$ cat src/crt_raster_defs.vh
`ifndef CRT_RASTER_DEFS_VH
`define CRT_RASTER_DEFS_VH

// Register byte offsets
`define CTRL_OFS        4'h0
`define FMT_A_OFS       4'h4
`define FMT_B_OFS       4'h8
`define STATUS_OFS      4'hC

// Control register fields
`define CTRL_EN_BIT     0
`define CTRL_IRQEN_BIT  1
`define CTRL_SPACED_BIT 2
`define CTRL_LMODE_BIT  3
`define CTRL_RST_BIT    4
`define CTRL_RST_VAL    4'h0

// Format A fields: characters-1, rows-1, vertical retrace rows-1, lines-1, underline
`define CHARS_LSB       0
`define ROWS_LSB        8
`define VRET_LSB        16
`define LINES_LSB       20
`define UL_LSB          24
`define FMT_A_RST_VAL   28'h999_184F

// Format B fields: horizontal retrace clocks-1, burst length-1, burst space
`define HRET_LSB        0
`define BURST_LSB       8
`define SPACE_LSB       16
`define FMT_B_RST_VAL   22'h07_030F

// Status register bits
`define ST_IRQ_BIT      0
`define ST_UNDERRUN_BIT 1
`define ST_VRET_BIT     2
`define ST_FULL_BIT     3

// Row buffer geometry
`define ROW_LEN         8'h50
`define MAX_COL         7'h4F

// Blink divider: frame counter bit giving refresh/32
`define BLINK_BIT       4

// Character attribute code for a horizontal line symbol
`define ATTR_HLINE      4'h8

`endif

$ cat src/crt_raster_row_buffer.v
// Notes on behaviour
// Before each frame, DMA fills one row buffer with the first row.
// Display one buffer while DMA fills the other; swap after each row.
// 1 to 80 characters per row, 1 to 64 rows per frame.
// Spaced mode shows even-indexed rows, blanks others, no DMA for them.
// Line count steady over a sweep, advances in horizontal retrace.
// 1 to 16 lines per row; 4-bit line count addresses character ROM.
// Mode 0 outputs line number; mode 1 outputs line minus one, wrapping.
// Underline line 0 to 15, by line number, not counter mode.
// Underline above 7 blanks top and bottom lines; beyond rows means none.
// Count characters, advance line, count horizontal retrace 2 to 32; hret_m1 of 0 gives a 1-clock retrace here.
// After last line of a row, advance row counter, restart at line 0.
// After last row, count vertical retrace of 1 to 4 row times.
// Video suppress active during all horizontal and vertical retrace.
// Bursts of 1 to 8 requests, spaced 0 to 55 clocks apart.
// First frame request one row time before vertical retrace ends.
// Buffer full mid-burst ends burst, clears counter, no more requests.
// Row fill starts at first clock of preceding row, after burst space.
// Row buffer not full in time sets sticky underrun status flag.
// With interrupt enabled, interrupt at start of last display row.
// Status read or reset command drops interrupt; software resets at start.
// MSB 0 is display character, low 7 bits go to character code.
// Blink via video suppress at refresh/32; highlight drives highlight out.
// All counters, swaps and DMA timing run on the character clock.
//
// The register addresses and the Avalon-MM register port were chosen for this implementation.
`timescale 1ns/1ps
`include "crt_raster_defs.vh"

module crt_raster_row_buffer (
    input  wire        mclk,
    input  wire        reset_n,
    input  wire [3:0]  address,
    input  wire        read,
    input  wire        write,
    input  wire [31:0] writedata,
    output wire [31:0] readdata,
    output wire        waitrequest,
    output wire        dma_request_out,
    input  wire        dma_ack,
    input  wire [7:0]  dma_data,
    output wire        irq_out,
    output wire [6:0]  character_code_out,
    output wire [3:0]  line_count_out,
    output wire        video_suppress_out,
    output wire        light_enable_out,
    output wire        highlight_out,
    output wire        horizontal_retrace_out,
    output wire        vertical_retrace_out
);

    localparam DMA_IDLE  = 3'b001;
    localparam DMA_SPACE = 3'b010;
    localparam DMA_BURST = 3'b100;

    reg         served_ff;
    reg  [31:0] readdata_ff;
    reg  [3:0]  ctrl_ff;
    reg  [27:0] fmt_a_ff;
    reg  [21:0] fmt_b_ff;
    reg         irq_ff;
    reg         underrun_ff;

    reg  [6:0]  col_ff;
    reg         hret_ff;
    reg  [4:0]  hcnt_ff;
    reg  [3:0]  line_ff;
    reg  [5:0]  row_ff;
    reg         vret_ff;
    reg  [1:0]  vcnt_ff;
    reg  [4:0]  frame_ff;

    reg  [7:0]  row_mem [0:159];
    reg         disp_sel_ff;
    reg         row_ok_ff;
    reg         fill_req_ff;
    reg         fill_full_ff;
    reg  [6:0]  fill_ptr_ff;
    reg  [2:0]  burst_ff;
    reg  [5:0]  space_ff;
    reg  [2:0]  dma_state_ff;

    reg  [6:0]  code_ff;
    reg  [3:0]  lc_ff;
    reg         vsp_ff;
    reg         light_enable_out_ff;
    reg         hl_ff;
    reg         hret_out_ff;
    reg         vret_out_ff;

    wire        bus_req = read | write;
    wire        wr_go   = write & served_ff;
    wire        rd_go   = read & served_ff;

    wire        disp_en = ctrl_ff[`CTRL_EN_BIT];
    wire        irq_en  = ctrl_ff[`CTRL_IRQEN_BIT];
    wire        spaced  = ctrl_ff[`CTRL_SPACED_BIT];
    wire        lmode   = ctrl_ff[`CTRL_LMODE_BIT];

    wire [6:0]  chars_raw = fmt_a_ff[`CHARS_LSB +: 7];
    // Out-of-range widths are clamped so the buffer index never leaves its half
    wire [6:0]  chars_m1  = (chars_raw > `MAX_COL) ? `MAX_COL : chars_raw;
    wire [5:0]  rows_m1   = fmt_a_ff[`ROWS_LSB +: 6];
    wire [1:0]  vret_m1   = fmt_a_ff[`VRET_LSB +: 2];
    wire [3:0]  lines_m1  = fmt_a_ff[`LINES_LSB +: 4];
    wire [3:0]  ul_line   = fmt_a_ff[`UL_LSB +: 4];
    wire [4:0]  hret_m1   = fmt_b_ff[`HRET_LSB +: 5];
    wire [2:0]  burst_m1  = fmt_b_ff[`BURST_LSB +: 3];
    wire [5:0]  space_cfg = fmt_b_ff[`SPACE_LSB +: 6];

    // Raster events
    wire        line_end  = ~hret_ff & (col_ff >= chars_m1);
    wire        hret_end  = hret_ff & (hcnt_ff >= hret_m1);
    wire        row_end   = line_end & (line_ff >= lines_m1);
    wire        row_start = ~hret_ff & (col_ff == 7'h00) & (line_ff == 4'h0);
    wire        row_disp  = ~spaced | ~row_ff[0];
    wire        next_disp = ~spaced | row_ff[0];

    // last vertical retrace row fetches row 0
    wire        launch_v  = row_start & vret_ff & (vcnt_ff >= vret_m1);
    // preceding row fetches the next shown row
    wire        launch_r  = row_start & ~vret_ff & (row_ff < rows_m1) & next_disp;
    wire        launch    = disp_en & (launch_v | launch_r);
    // swap roles as each shown row begins
    wire        swap      = row_start & ~vret_ff & row_disp;
    // fill started but incomplete at swap
    wire        underrun_set = disp_en & swap & fill_req_ff & ~fill_full_ff;
    // last display row begins
    wire        irq_set   = irq_en & row_start & ~vret_ff & (row_ff == rows_m1) & row_disp;

    wire        take      = dma_state_ff[2] & dma_ack;
    wire        rst_cmd   = wr_go & (address == `CTRL_OFS) & writedata[`CTRL_RST_BIT];
    wire        st_read   = rd_go & (address == `STATUS_OFS);

    wire [7:0]  wr_addr   = disp_sel_ff ? {1'b0, fill_ptr_ff} : (`ROW_LEN + {1'b0, fill_ptr_ff});
    wire [7:0]  rd_addr   = disp_sel_ff ? (`ROW_LEN + {1'b0, col_ff}) : {1'b0, col_ff};
    wire [7:0]  cur_char  = row_mem[rd_addr];

    // One wait state per access; readdata is loaded during it
    assign waitrequest     = bus_req & ~served_ff;
    assign readdata        = readdata_ff;
    assign dma_request_out = dma_state_ff[2];
    assign irq_out         = irq_ff;
    assign character_code_out     = code_ff;
    assign line_count_out         = lc_ff;
    assign video_suppress_out     = vsp_ff;
    assign light_enable_out       = light_enable_out_ff;
    assign highlight_out          = hl_ff;
    assign horizontal_retrace_out = hret_out_ff;
    assign vertical_retrace_out   = vret_out_ff;

    always @(posedge mclk or negedge reset_n) begin
        if (!reset_n) begin
            served_ff   <= 1'b0;
            readdata_ff <= 32'h0000_0000;
            ctrl_ff     <= `CTRL_RST_VAL;
            fmt_a_ff    <= `FMT_A_RST_VAL;
            fmt_b_ff    <= `FMT_B_RST_VAL;
        end else begin
            served_ff <= bus_req & ~served_ff;
            if (read & ~served_ff) begin
                case (address)
                    `CTRL_OFS:   readdata_ff <= {28'h000_0000, ctrl_ff};
                    `FMT_A_OFS:  readdata_ff <= {4'h0, fmt_a_ff};
                    `FMT_B_OFS:  readdata_ff <= {10'h000, fmt_b_ff};
                    `STATUS_OFS: readdata_ff <= {28'h000_0000, fill_full_ff, vret_ff,
                                                 underrun_ff, irq_ff};
                    default:     readdata_ff <= 32'h0000_0000;
                endcase
            end
            if (wr_go) begin
                case (address)
                    `CTRL_OFS: begin
                        // reset command disables display and interrupts
                        if (writedata[`CTRL_RST_BIT]) begin
                            ctrl_ff <= {writedata[3:2], 2'b00};
                        end else begin
                            ctrl_ff <= writedata[3:0];
                        end
                    end
                    `FMT_A_OFS: fmt_a_ff <= writedata[27:0];
                    `FMT_B_OFS: fmt_b_ff <= writedata[21:0];
                    default: ;
                endcase
            end
        end
    end

    // Sticky status; a set in the clearing cycle wins
    always @(posedge mclk or negedge reset_n) begin
        if (!reset_n) begin
            irq_ff      <= 1'b0;
            underrun_ff <= 1'b0;
        end else begin
            // status read or reset command clears
            if (irq_set) begin
                irq_ff <= 1'b1;
            end else if (st_read | rst_cmd) begin
                irq_ff <= 1'b0;
            end
            // underrun flag held until status read
            if (underrun_set) begin
                underrun_ff <= 1'b1;
            end else if (st_read) begin
                underrun_ff <= 1'b0;
            end
        end
    end

    // raster counters run every character clock, even when disabled
    always @(posedge mclk or negedge reset_n) begin
        if (!reset_n) begin
            col_ff   <= 7'h00;
            hret_ff  <= 1'b0;
            hcnt_ff  <= 5'h00;
            line_ff  <= 4'h0;
            row_ff   <= 6'h00;
            vret_ff  <= 1'b0;
            vcnt_ff  <= 2'h0;
            frame_ff <= 5'h00;
        end else begin
            if (line_end) begin
                // line advances as horizontal retrace begins
                hret_ff <= 1'b1;
                hcnt_ff <= 5'h00;
                if (row_end) begin
                    // wrap after programmed lines, next row
                    line_ff <= 4'h0;
                    if (!vret_ff) begin
                        if (row_ff >= rows_m1) begin
                            // frame done, vertical retrace rows follow
                            vret_ff <= 1'b1;
                            vcnt_ff <= 2'h0;
                        end else begin
                            row_ff <= row_ff + 6'h01;
                        end
                    end else if (vcnt_ff >= vret_m1) begin
                        vret_ff  <= 1'b0;
                        row_ff   <= 6'h00;
                        frame_ff <= frame_ff + 5'h01;
                    end else begin
                        vcnt_ff <= vcnt_ff + 2'h1;
                    end
                end else begin
                    line_ff <= line_ff + 4'h1;
                end
            end else if (hret_end) begin
                hret_ff <= 1'b0;
                col_ff  <= 7'h00;
            end else if (hret_ff) begin
                // retrace length programmable
                hcnt_ff <= hcnt_ff + 5'h01;
            end else begin
                col_ff <= col_ff + 7'h01;
            end
        end
    end

    // Row buffer storage; no reset so it maps onto memory
    always @(posedge mclk) begin
        if (take) begin
            row_mem[wr_addr] <= dma_data;
        end
    end

    always @(posedge mclk or negedge reset_n) begin
        if (!reset_n) begin
            disp_sel_ff  <= 1'b0;
            row_ok_ff    <= 1'b0;
            fill_req_ff  <= 1'b0;
            fill_full_ff <= 1'b0;
            fill_ptr_ff  <= 7'h00;
            burst_ff     <= 3'h0;
            space_ff     <= 6'h00;
            dma_state_ff <= DMA_IDLE;
        end else if (!disp_en) begin
            // Requests stop while display is disabled
            row_ok_ff    <= 1'b0;
            fill_req_ff  <= 1'b0;
            fill_full_ff <= 1'b0;
            burst_ff     <= 3'h0;
            dma_state_ff <= DMA_IDLE;
        end else begin
            if (swap) begin
                // filled buffer becomes the display buffer
                disp_sel_ff  <= ~disp_sel_ff;
                row_ok_ff    <= fill_req_ff & fill_full_ff;
                fill_req_ff  <= 1'b0;
                fill_full_ff <= 1'b0;
                burst_ff     <= 3'h0;
                dma_state_ff <= DMA_IDLE;
            end
            if (launch) begin
                // first request delayed by the burst space
                fill_req_ff  <= 1'b1;
                fill_full_ff <= 1'b0;
                fill_ptr_ff  <= 7'h00;
                burst_ff     <= 3'h0;
                space_ff     <= space_cfg;
                dma_state_ff <= (space_cfg == 6'h00) ? DMA_BURST : DMA_SPACE;
            end else if (!swap) begin
                case (dma_state_ff)
                    DMA_IDLE: ;
                    DMA_SPACE: begin
                        // gap between bursts
                        if (space_ff <= 6'h01) begin
                            dma_state_ff <= DMA_BURST;
                        end else begin
                            space_ff <= space_ff - 6'h01;
                        end
                    end
                    DMA_BURST: begin
                        if (dma_ack) begin
                            if (fill_ptr_ff >= chars_m1) begin
                                // full mid-burst ends requests for this row
                                fill_full_ff <= 1'b1;
                                burst_ff     <= 3'h0;
                                dma_state_ff <= DMA_IDLE;
                            end else begin
                                fill_ptr_ff <= fill_ptr_ff + 7'h01;
                                // burst length then spacing
                                if (burst_ff >= burst_m1) begin
                                    burst_ff <= 3'h0;
                                    space_ff <= space_cfg;
                                    if (space_cfg != 6'h00) begin
                                        dma_state_ff <= DMA_SPACE;
                                    end
                                end else begin
                                    burst_ff <= burst_ff + 3'h1;
                                end
                            end
                        end
                    end
                    default: dma_state_ff <= DMA_IDLE;
                endcase
            end
        end
    end

    // Video outputs, one register stage after the counters
    reg        nxt_vsp;
    reg        nxt_light_enable_out;
    reg        nxt_hl;
    reg  [6:0] nxt_code;
    reg  [3:0] nxt_lc;
    reg        retrace;
    reg        shown;
    reg        is_attr;
    reg        top_bot;

    always @* begin
        retrace = hret_ff | vret_ff;
        // blanked rows and rows that never filled are suppressed
        shown   = disp_en & row_disp & row_ok_ff & ~retrace;
        // MSB marks an attribute rather than a display code
        is_attr = cur_char[7];
        // underline line above 7 blanks first and last lines
        top_bot = ul_line[3] & ((line_ff == 4'h0) | (line_ff == lines_m1));
        // suppress over every retrace interval
        nxt_vsp = retrace | ~shown | top_bot;
        // blink at refresh rate divided by 32
        if (is_attr & cur_char[1] & frame_ff[`BLINK_BIT]) begin
            nxt_vsp = 1'b1;
        end
        // seven low bits drive the character generator
        nxt_code = (shown & ~is_attr) ? cur_char[6:0] : 7'h00;
        // highlight attribute
        nxt_hl   = shown & is_attr & cur_char[0];
        // underline by line number; beyond the last line never matches
        nxt_light_enable_out = shown & is_attr & (cur_char[5:2] == `ATTR_HLINE) & (line_ff == ul_line);
        // mode 1 shows the previous line, line 0 shows the last count
        if (lmode) begin
            nxt_lc = (line_ff == 4'h0) ? lines_m1 : (line_ff - 4'h1);
        end else begin
            nxt_lc = line_ff;
        end
    end

    always @(posedge mclk or negedge reset_n) begin
        if (!reset_n) begin
            code_ff     <= 7'h00;
            lc_ff       <= 4'h0;
            vsp_ff      <= 1'b1;
            light_enable_out_ff     <= 1'b0;
            hl_ff       <= 1'b0;
            hret_out_ff <= 1'b0;
            vret_out_ff <= 1'b0;
        end else begin
            code_ff     <= nxt_code;
            // line count held for the whole sweep
            lc_ff       <= nxt_lc;
            vsp_ff      <= nxt_vsp;
            light_enable_out_ff     <= nxt_light_enable_out;
            hl_ff       <= nxt_hl;
            // retrace outputs change only on clock edges
            hret_out_ff <= hret_ff;
            vret_out_ff <= vret_ff;
        end
    end

endmodule

$ cat config.mk
export PLATFORM = sky130hd
export DESIGN_NAME = crt_raster_row_buffer
export DESIGN_NICKNAME = d
export VERILOG_FILES = /design/src/crt_raster_row_buffer.v
export VERILOG_INCLUDE_DIRS = /design/src /design/src/src
export SDC_FILE = /design/constraint.sdc
export NUM_CORES = 2
export LEC_CHECK = 0
export CAP_MARGIN = 0
export CORE_MARGIN = 2
export CORE_UTILIZATION = 50
export CTS_CLUSTER_DIAMETER = 100
export DETAILED_ROUTE_END_ITERATION = 12
export DONT_BUFFER_PORTS = 1
export HOLD_SLACK_MARGIN = 0.15
export MAX_ROUTING_LAYER = met4
export PLACE_DENSITY = 0.67
export SYNTH_ARGS = -nofsm -noshare
export SYNTH_HDL_FRONTEND = slang
export SYNTH_SLANG_ARGS = --single-unit
$ cat constraint.sdc
create_clock -name mclk -period 5.6 [get_ports mclk]
set_clock_uncertainty 0.1 [all_clocks]
set_input_delay 1.68 -clock mclk [delete_from_list [all_inputs] [get_ports mclk]]
set_output_delay 1.68 -clock mclk [all_outputs]
set_load 0.005 [all_outputs]
---- After elaboration in Yosys (flattened, before gate mapping) ----
Memories as Yosys holds them, arrays and structs flattened.
Index checks and enable logic that the tools add are counted.
cells by class
  add/subtract/negate cells ............... 12
  order comparisons ....................... 10
  equal/unequal tests ..................... 23
  multiplexer cells ....................... 75
  bitwise operators ....................... 59
  reduce and logical (&&, ||, !) cells .... 25
operators by type and width
  cell                                                           number
  28-bit one-hot mux with 4 select lines                         1
  7-bit 2-to-1 mux                                               9
  3-bit 2-to-1 mux                                               18
  6-bit 2-to-1 mux                                               9
  1-bit bitwise AND                                              39
  1-bit 2-to-1 mux                                               24
  7-bit by 7-bit adder with 8-bit output, first input constant   2
  8-bit 2-to-1 mux                                               2
  5-bit 2-to-1 mux                                               3
  7-bit by 1-bit adder with 7-bit output, second input constant  2
  7-bit greater-or-equal comparator                              2
  2-bit AND reduction                                            7
  2-bit nonzero test                                             7
  4-bit equality test, second input constant                     3
  4-bit 2-to-1 mux                                               3
  3-bit != test, second input constant                           4
  6-bit one-hot mux with 2 select lines                          1
  4-bit AND reduction                                            3
  1-bit NOT                                                      11
  5-bit by 1-bit adder with 5-bit output, second input constant  2
  2-bit != test, second input constant                           5
  1-bit bitwise OR                                               9
  3-bit one-hot mux with 3 select lines                          1
  4-bit equality test                                            2
  29 further kinds                                               35
storage, ports and cells
  flip-flop bits (word level) ............. 159
  RAM bits ................................ 1280
  input bits .............................. 49
  output and inout port bits .............. 51
  logic and storage cells ................. 235
  memories ................................ 1
memories
  memory   depth  bits a word  read ports  clocked after Yosys merged registers in  write ports  RTL line                    RTL
  row_mem  160    8            1           0                                        1            crt_raster_row_buffer.v:73  reg [7:0] row_mem [0:159];

---- Depth between registers and ports, before layout ----
  depth after elaboration ................. 14
  mapped depth ............................ 17
  depth with buffers taken out ............ 13

---- Worst setup path after synthesis ----
OpenSTA, ideal clock, no wires.
  path type ............................... input-to-reg
  start point ............................. in address[2]
  end point ............................... reg fmt_a_ff[11]
  data arrival time ....................... 3.564 ns
  data required time ...................... 5.421 ns
  slack ................................... 1.857 ns
  stages .................................. 7
  path buffers ............................ 3
  cells stage by stage .................... clkbuf_1 -> nor4b_1 -> nor2b_1 -> buf_1 -> clkbuf_1 -> nand2_1 -> o21ai_0
on the way
  cells in the longest elaborated chain, start to end .. 2
RTL lines
  what                                            RTL line                     RTL
  start: declaration                              crt_raster_row_buffer.v:33   input wire [3:0] address,
  4-bit by 3-bit equality test with 1-bit output  crt_raster_row_buffer.v:172  case (address)
  2-bit AND reduction (no source line)            --
  end signal: assignment                          crt_raster_row_buffer.v:157  fmt_a_ff <= `FMT_A_RST_VAL;
  end signal: assignment                          crt_raster_row_buffer.v:181  `FMT_A_OFS: fmt_a_ff <= writedata[27:0];
  end: declaration                                crt_raster_row_buffer.v:59   reg [27:0] fmt_a_ff;
No other way between the ends.
A chain may end at the register's enable or synchronous reset.

---- Worst setup path after layout ----
  start point ............................. reg col_ff[2]
  end point ............................... reg code_ff[1] (netlist: character_code_out[1])
on the way
  cells in the longest elaborated chain, start to end .. 6
RTL lines
  what                                                     RTL line                     RTL
  start: declaration                                       crt_raster_row_buffer.v:64   reg [6:0] col_ff;
  start signal: assignment                                 crt_raster_row_buffer.v:254  col_ff <= col_ff + 7'h01;
  7-bit by 7-bit adder with 8-bit output (no source line)  --
  8-bit 2-to-1 mux *                                       crt_raster_row_buffer.v:136  wire [7:0] rd_addr = disp_sel_ff ? (`ROW_LEN + {1'b0, col_ff}) : {1'b0, col_ff};
  memory 160 x 8 bit *                                     --
  1-bit NOT                                                crt_raster_row_buffer.v:366  nxt_code = (shown & ~is_attr) ? cur_char[6:0] : 7'h00;
  1-bit bitwise AND                                        crt_raster_row_buffer.v:366
  7-bit 2-to-1 mux *                                       crt_raster_row_buffer.v:366
  via nxt_code[1]                                          crt_raster_row_buffer.v:344  reg [6:0] nxt_code;
  end signal: assignment                                   crt_raster_row_buffer.v:389  code_ff <= nxt_code;
  end: declaration                                         crt_raster_row_buffer.v:83   reg [6:0] code_ff;
Mark *: on every way through the listed nets, which the timed path passes. The rest lies on a longest branch.

==> results.yml <==
outcome:
  status: "complete, but fails checks"
  violations: "capacitance limit"
global_routing:
  antenna_found_initial: 0
  grtUsageTotal: 0.251
  grt_pass1_wl_mm: 208
  first_global_vias: 30800
  grt_max_degree: 161
  grt_overflow: 0
power_and_ir_drop:
  clockPowerShare: 0.311
  power.internal_uw: 21200
  p_switching_uw: 9480
  p_per_area_nw_per_um2: 476
  p_sw_frac: 0.309
  seqPwrFrac: 0.404
  leakagePower_uw: 0.0211
  ir_drop_mv: 0.388
  pwr-share-comb: 0.285
synthesis:
  synth.most_common_cell: "edfxtp_1"
  yosysSeqAreaShare: 0.735
  synth-simple-area-share: 0.0428
  yosys-top-cells-count: "1280 x edfxtp_1, 295 x mux4_2, 239 x nor2_1"
  syn_inst: 3104
  ys_warn_count: 0
  ys_seq_elements: 1435
  synth_top_family_by_area: "multiplexers"
  synth_adder_area_share: 0.0106
  synth.largest_area_cell: "edfxtp_1"
  synth_xor_area_frac: 0.00396
  netlist.area_leader.share: 0.668
  synthFlopType: "edfxtp_1"
  synth-edff-count: 1280
  synth.mux.area_fraction: 0.146
  synth_area_leaders: "edfxtp_1 67%, mux4_2 12%, dfrtp_1 5.7%, mux2i_1 1.9%, nor2_1 1.6%"
  syn_area_um2: 57600
  syn_area_per_cell_um2: 18.5
  ys_types: 75
  ys_async_sr_fraction: 0.108
  synth_compound_area_frac: 0.0433
clocking:
  post_cts_buffers: 0
  clk_pin_slew_ns: 0.06
  clk_latency_ns: 0.75
  cts_resized: 0
  root_buffer: "clkbuf_16"
  cts_buffer_depth: 3
  htree_levels: 4
  cts_tree: "built"
  cts_hold_buffers: 0
  numClockSinks: 1435
  cts_made_buffers: 146
floorplan:
  core_region_area_um2: 114000
  die-area_um2: 118000
  die_h_um: 343
  start_util: 0.504
  die_w_um: 343
  num_rows: 124
  ios: 100
finish:
  nets: 3308
  antenna_cells: 0
  drive_gt1_frac: 0.215
  area_growth_pct: 12.0
  final_cell_count_no_fill: 4836
detailed_routing:
  drt_first_iter_violations: 3637
  post_drt_wl_per_cell_um: 29.2
  ant_nets: 0
  via_per_inst: 6.28
  num_vias: 30400
  routed_wl_mm: 141
  drc: 0
  drtPass1Iterations: 6
placement:
  dp_cells: 4574
  detailed_place_hpwl_mm: 85.1
  portBuffers: 0
  routabilityCongestion: 0.875
timing:
  tns_ns: 0
  fmax_ghz: 0.220
  maxSlewHeadroom: 0.00597
  rsz0062_at_grt: "false"
  maxSlewViolCount: 0
  fin_crit_ns: 4.55
  worst_pin_slew_ns: 1.49
  timing.final.crit_share: 0.812
  finalHoldViolations: 0
  finalSetupViolCount: 0
worst_setup_path:
  worstPathRequired_ns: 6.12
  worstPathArrival_ns: 5.07
  path_max_fanout: 21
  start_kind: "flip-flop"
  cp-end-kind: "flip-flop"
  r2r_cells: 9
  path_class: "flip-flop to flip-flop"
job:
  maxCapViolations: 1
worst_hold_path:
  hold_depth: 1
  min_path_type: "flip-flop to flip-flop"
-- state kept, by name, summed over array words and instances (netlist names), 2 cells and up --
| register | count |
|---|---|
| burst_ff | 3 |
| frame_ff | 5 |
| fmt_b_ff | 22 |
| character_code_out | 7 |
| dma_state_ff | 3 |
| line_count_out | 4 |
| fmt_a_ff | 28 |
| col_ff | 7 |
| row_ff | 6 |
| space_ff | 6 |
| ctrl_ff | 4 |
| readdata | 28 |
| line_ff | 4 |
| row_mem | 1280 |
| vcnt_ff | 2 |
| hcnt_ff | 5 |
| fill_ptr_ff | 7 |
-- routing by layer --
layer,wire length (um),GRT usage
met5,0,-
met4,4180,0.0783
met3,13200,0.0554
met2,68700,0.392
met1,55200,0.332
-- worst max-delay path, stage by stage, from the launching register on --
cell       delay, ns
dfrtp_4         0.65
buf_4           0.45
nand3b_1        0.25
buf_4           0.42
o221ai_1        0.19
a211oi_1        0.50
nor4_1          0.17
a2111oi_1       1.29
a31oi_1         0.16
nor2b_1         0.22
-- metrics by stage --
stage / instance area, um2 / hold slack (ns) / total power (uW) / utilization / setup slack, ns
after floorplan: 57600 / 0.252 / 18100 / - / 1.86
after global placement: 59800 / 0.353 / 21200 / 0.523 / 1.28
after detailed placement: 59800 / 0.360 / 21300 / 0.523 / 1.27
after CTS: 64500 / 0.380 / 30800 / 0.564 / 1.29
after global routing: 64500 / 0.414 / 31700 / 0.564 / 1.01
final: 64500 / 0.379 / 30700 / 0.564 / 1.05
-- worst paths after layout --
check	startpoint	endpoint	slack [ns]
setup / recovery	col_ff[2]$_DFFE_PN0P_	character_code_out[1]$_DFF_PN0_	1.05
hold / removal	frame_ff[3]$_DFFE_PN0P_	frame_ff[3]$_DFFE_PN0P_	0.38
setup reg to reg	col_ff[2]$_DFFE_PN0P_	character_code_out[1]$_DFF_PN0_	1.05
hold reg to reg	frame_ff[3]$_DFFE_PN0P_	frame_ff[3]$_DFFE_PN0P_	0.38
max in group asynchronous	reset_n	fmt_a_ff[2]$_DFFE_PN1P_	4.56
min in group asynchronous	reset_n	fmt_b_ff[7]$_DFFE_PN0P_	0.53
-- layout make-up --
cell class / count / area [um2]
Fill cell: 8342 / 49900
Sequential cell: 1435 / 42400
Multi-Input combinational cell: 1456 / 14300
Clock buffer: 182 / 3950
Tap cell: 1512 / 1890
Timing Repair Buffer: 125 / 1080
Clock inverter: 80 / 733
Inverter: 46 / 173
-- power by group through the flow --
stage / Sequential (uW) / Clock (uW) / Combinational, uW
after floorplan: 12200 / 0 / 5840
after global placement: 12600 / 0 / 8580
after detailed placement: 12600 / 0 / 8680
after CTS: 12400 / 9670 / 8720
after global routing: 12400 / 10100 / 9180
final: 12400 / 9550 / 8730
-- placed cells by master (no fill, tap or decap), types with 17 or more instances in the layout --
| master | n |
|---|---|
| a22oi_1 | 53 |
| nor3_1 | 17 |
| ha_1 | 49 |
| a22o_1 | 19 |
| edfxtp_1 | 1280 |
| buf_4 | 114 |
| clkinv_1 | 31 |
| nand2_1 | 161 |
| a21oi_1 | 66 |
| mux2_2 | 38 |
| clkbuf_16 | 151 |
| nor2_1 | 238 |
| nand3_1 | 33 |
| inv_1 | 45 |
| o221ai_1 | 39 |
| dfstp_2 | 24 |
| mux2i_1 | 111 |
| mux4_2 | 295 |
| clkinv_2 | 21 |
| o21ai_0 | 84 |
| clkbuf_1 | 26 |
| dfrtp_1 | 127 |
-- logic make-up after synthesis --
| logic type | count (synthesis) |
|---|---|
| flip-flops | 1435 |
| AND/OR/NAND/NOR | 555 |
| multiplexers | 452 |
| AO/OA/AOI/OAI | 370 |
| buffers and inverters | 216 |
| adder cells (fa/ha/maj) | 49 |
| XOR/XNOR | 26 |
| other | 1 |
Note: power is estimated with default switching activity, not from simulation.
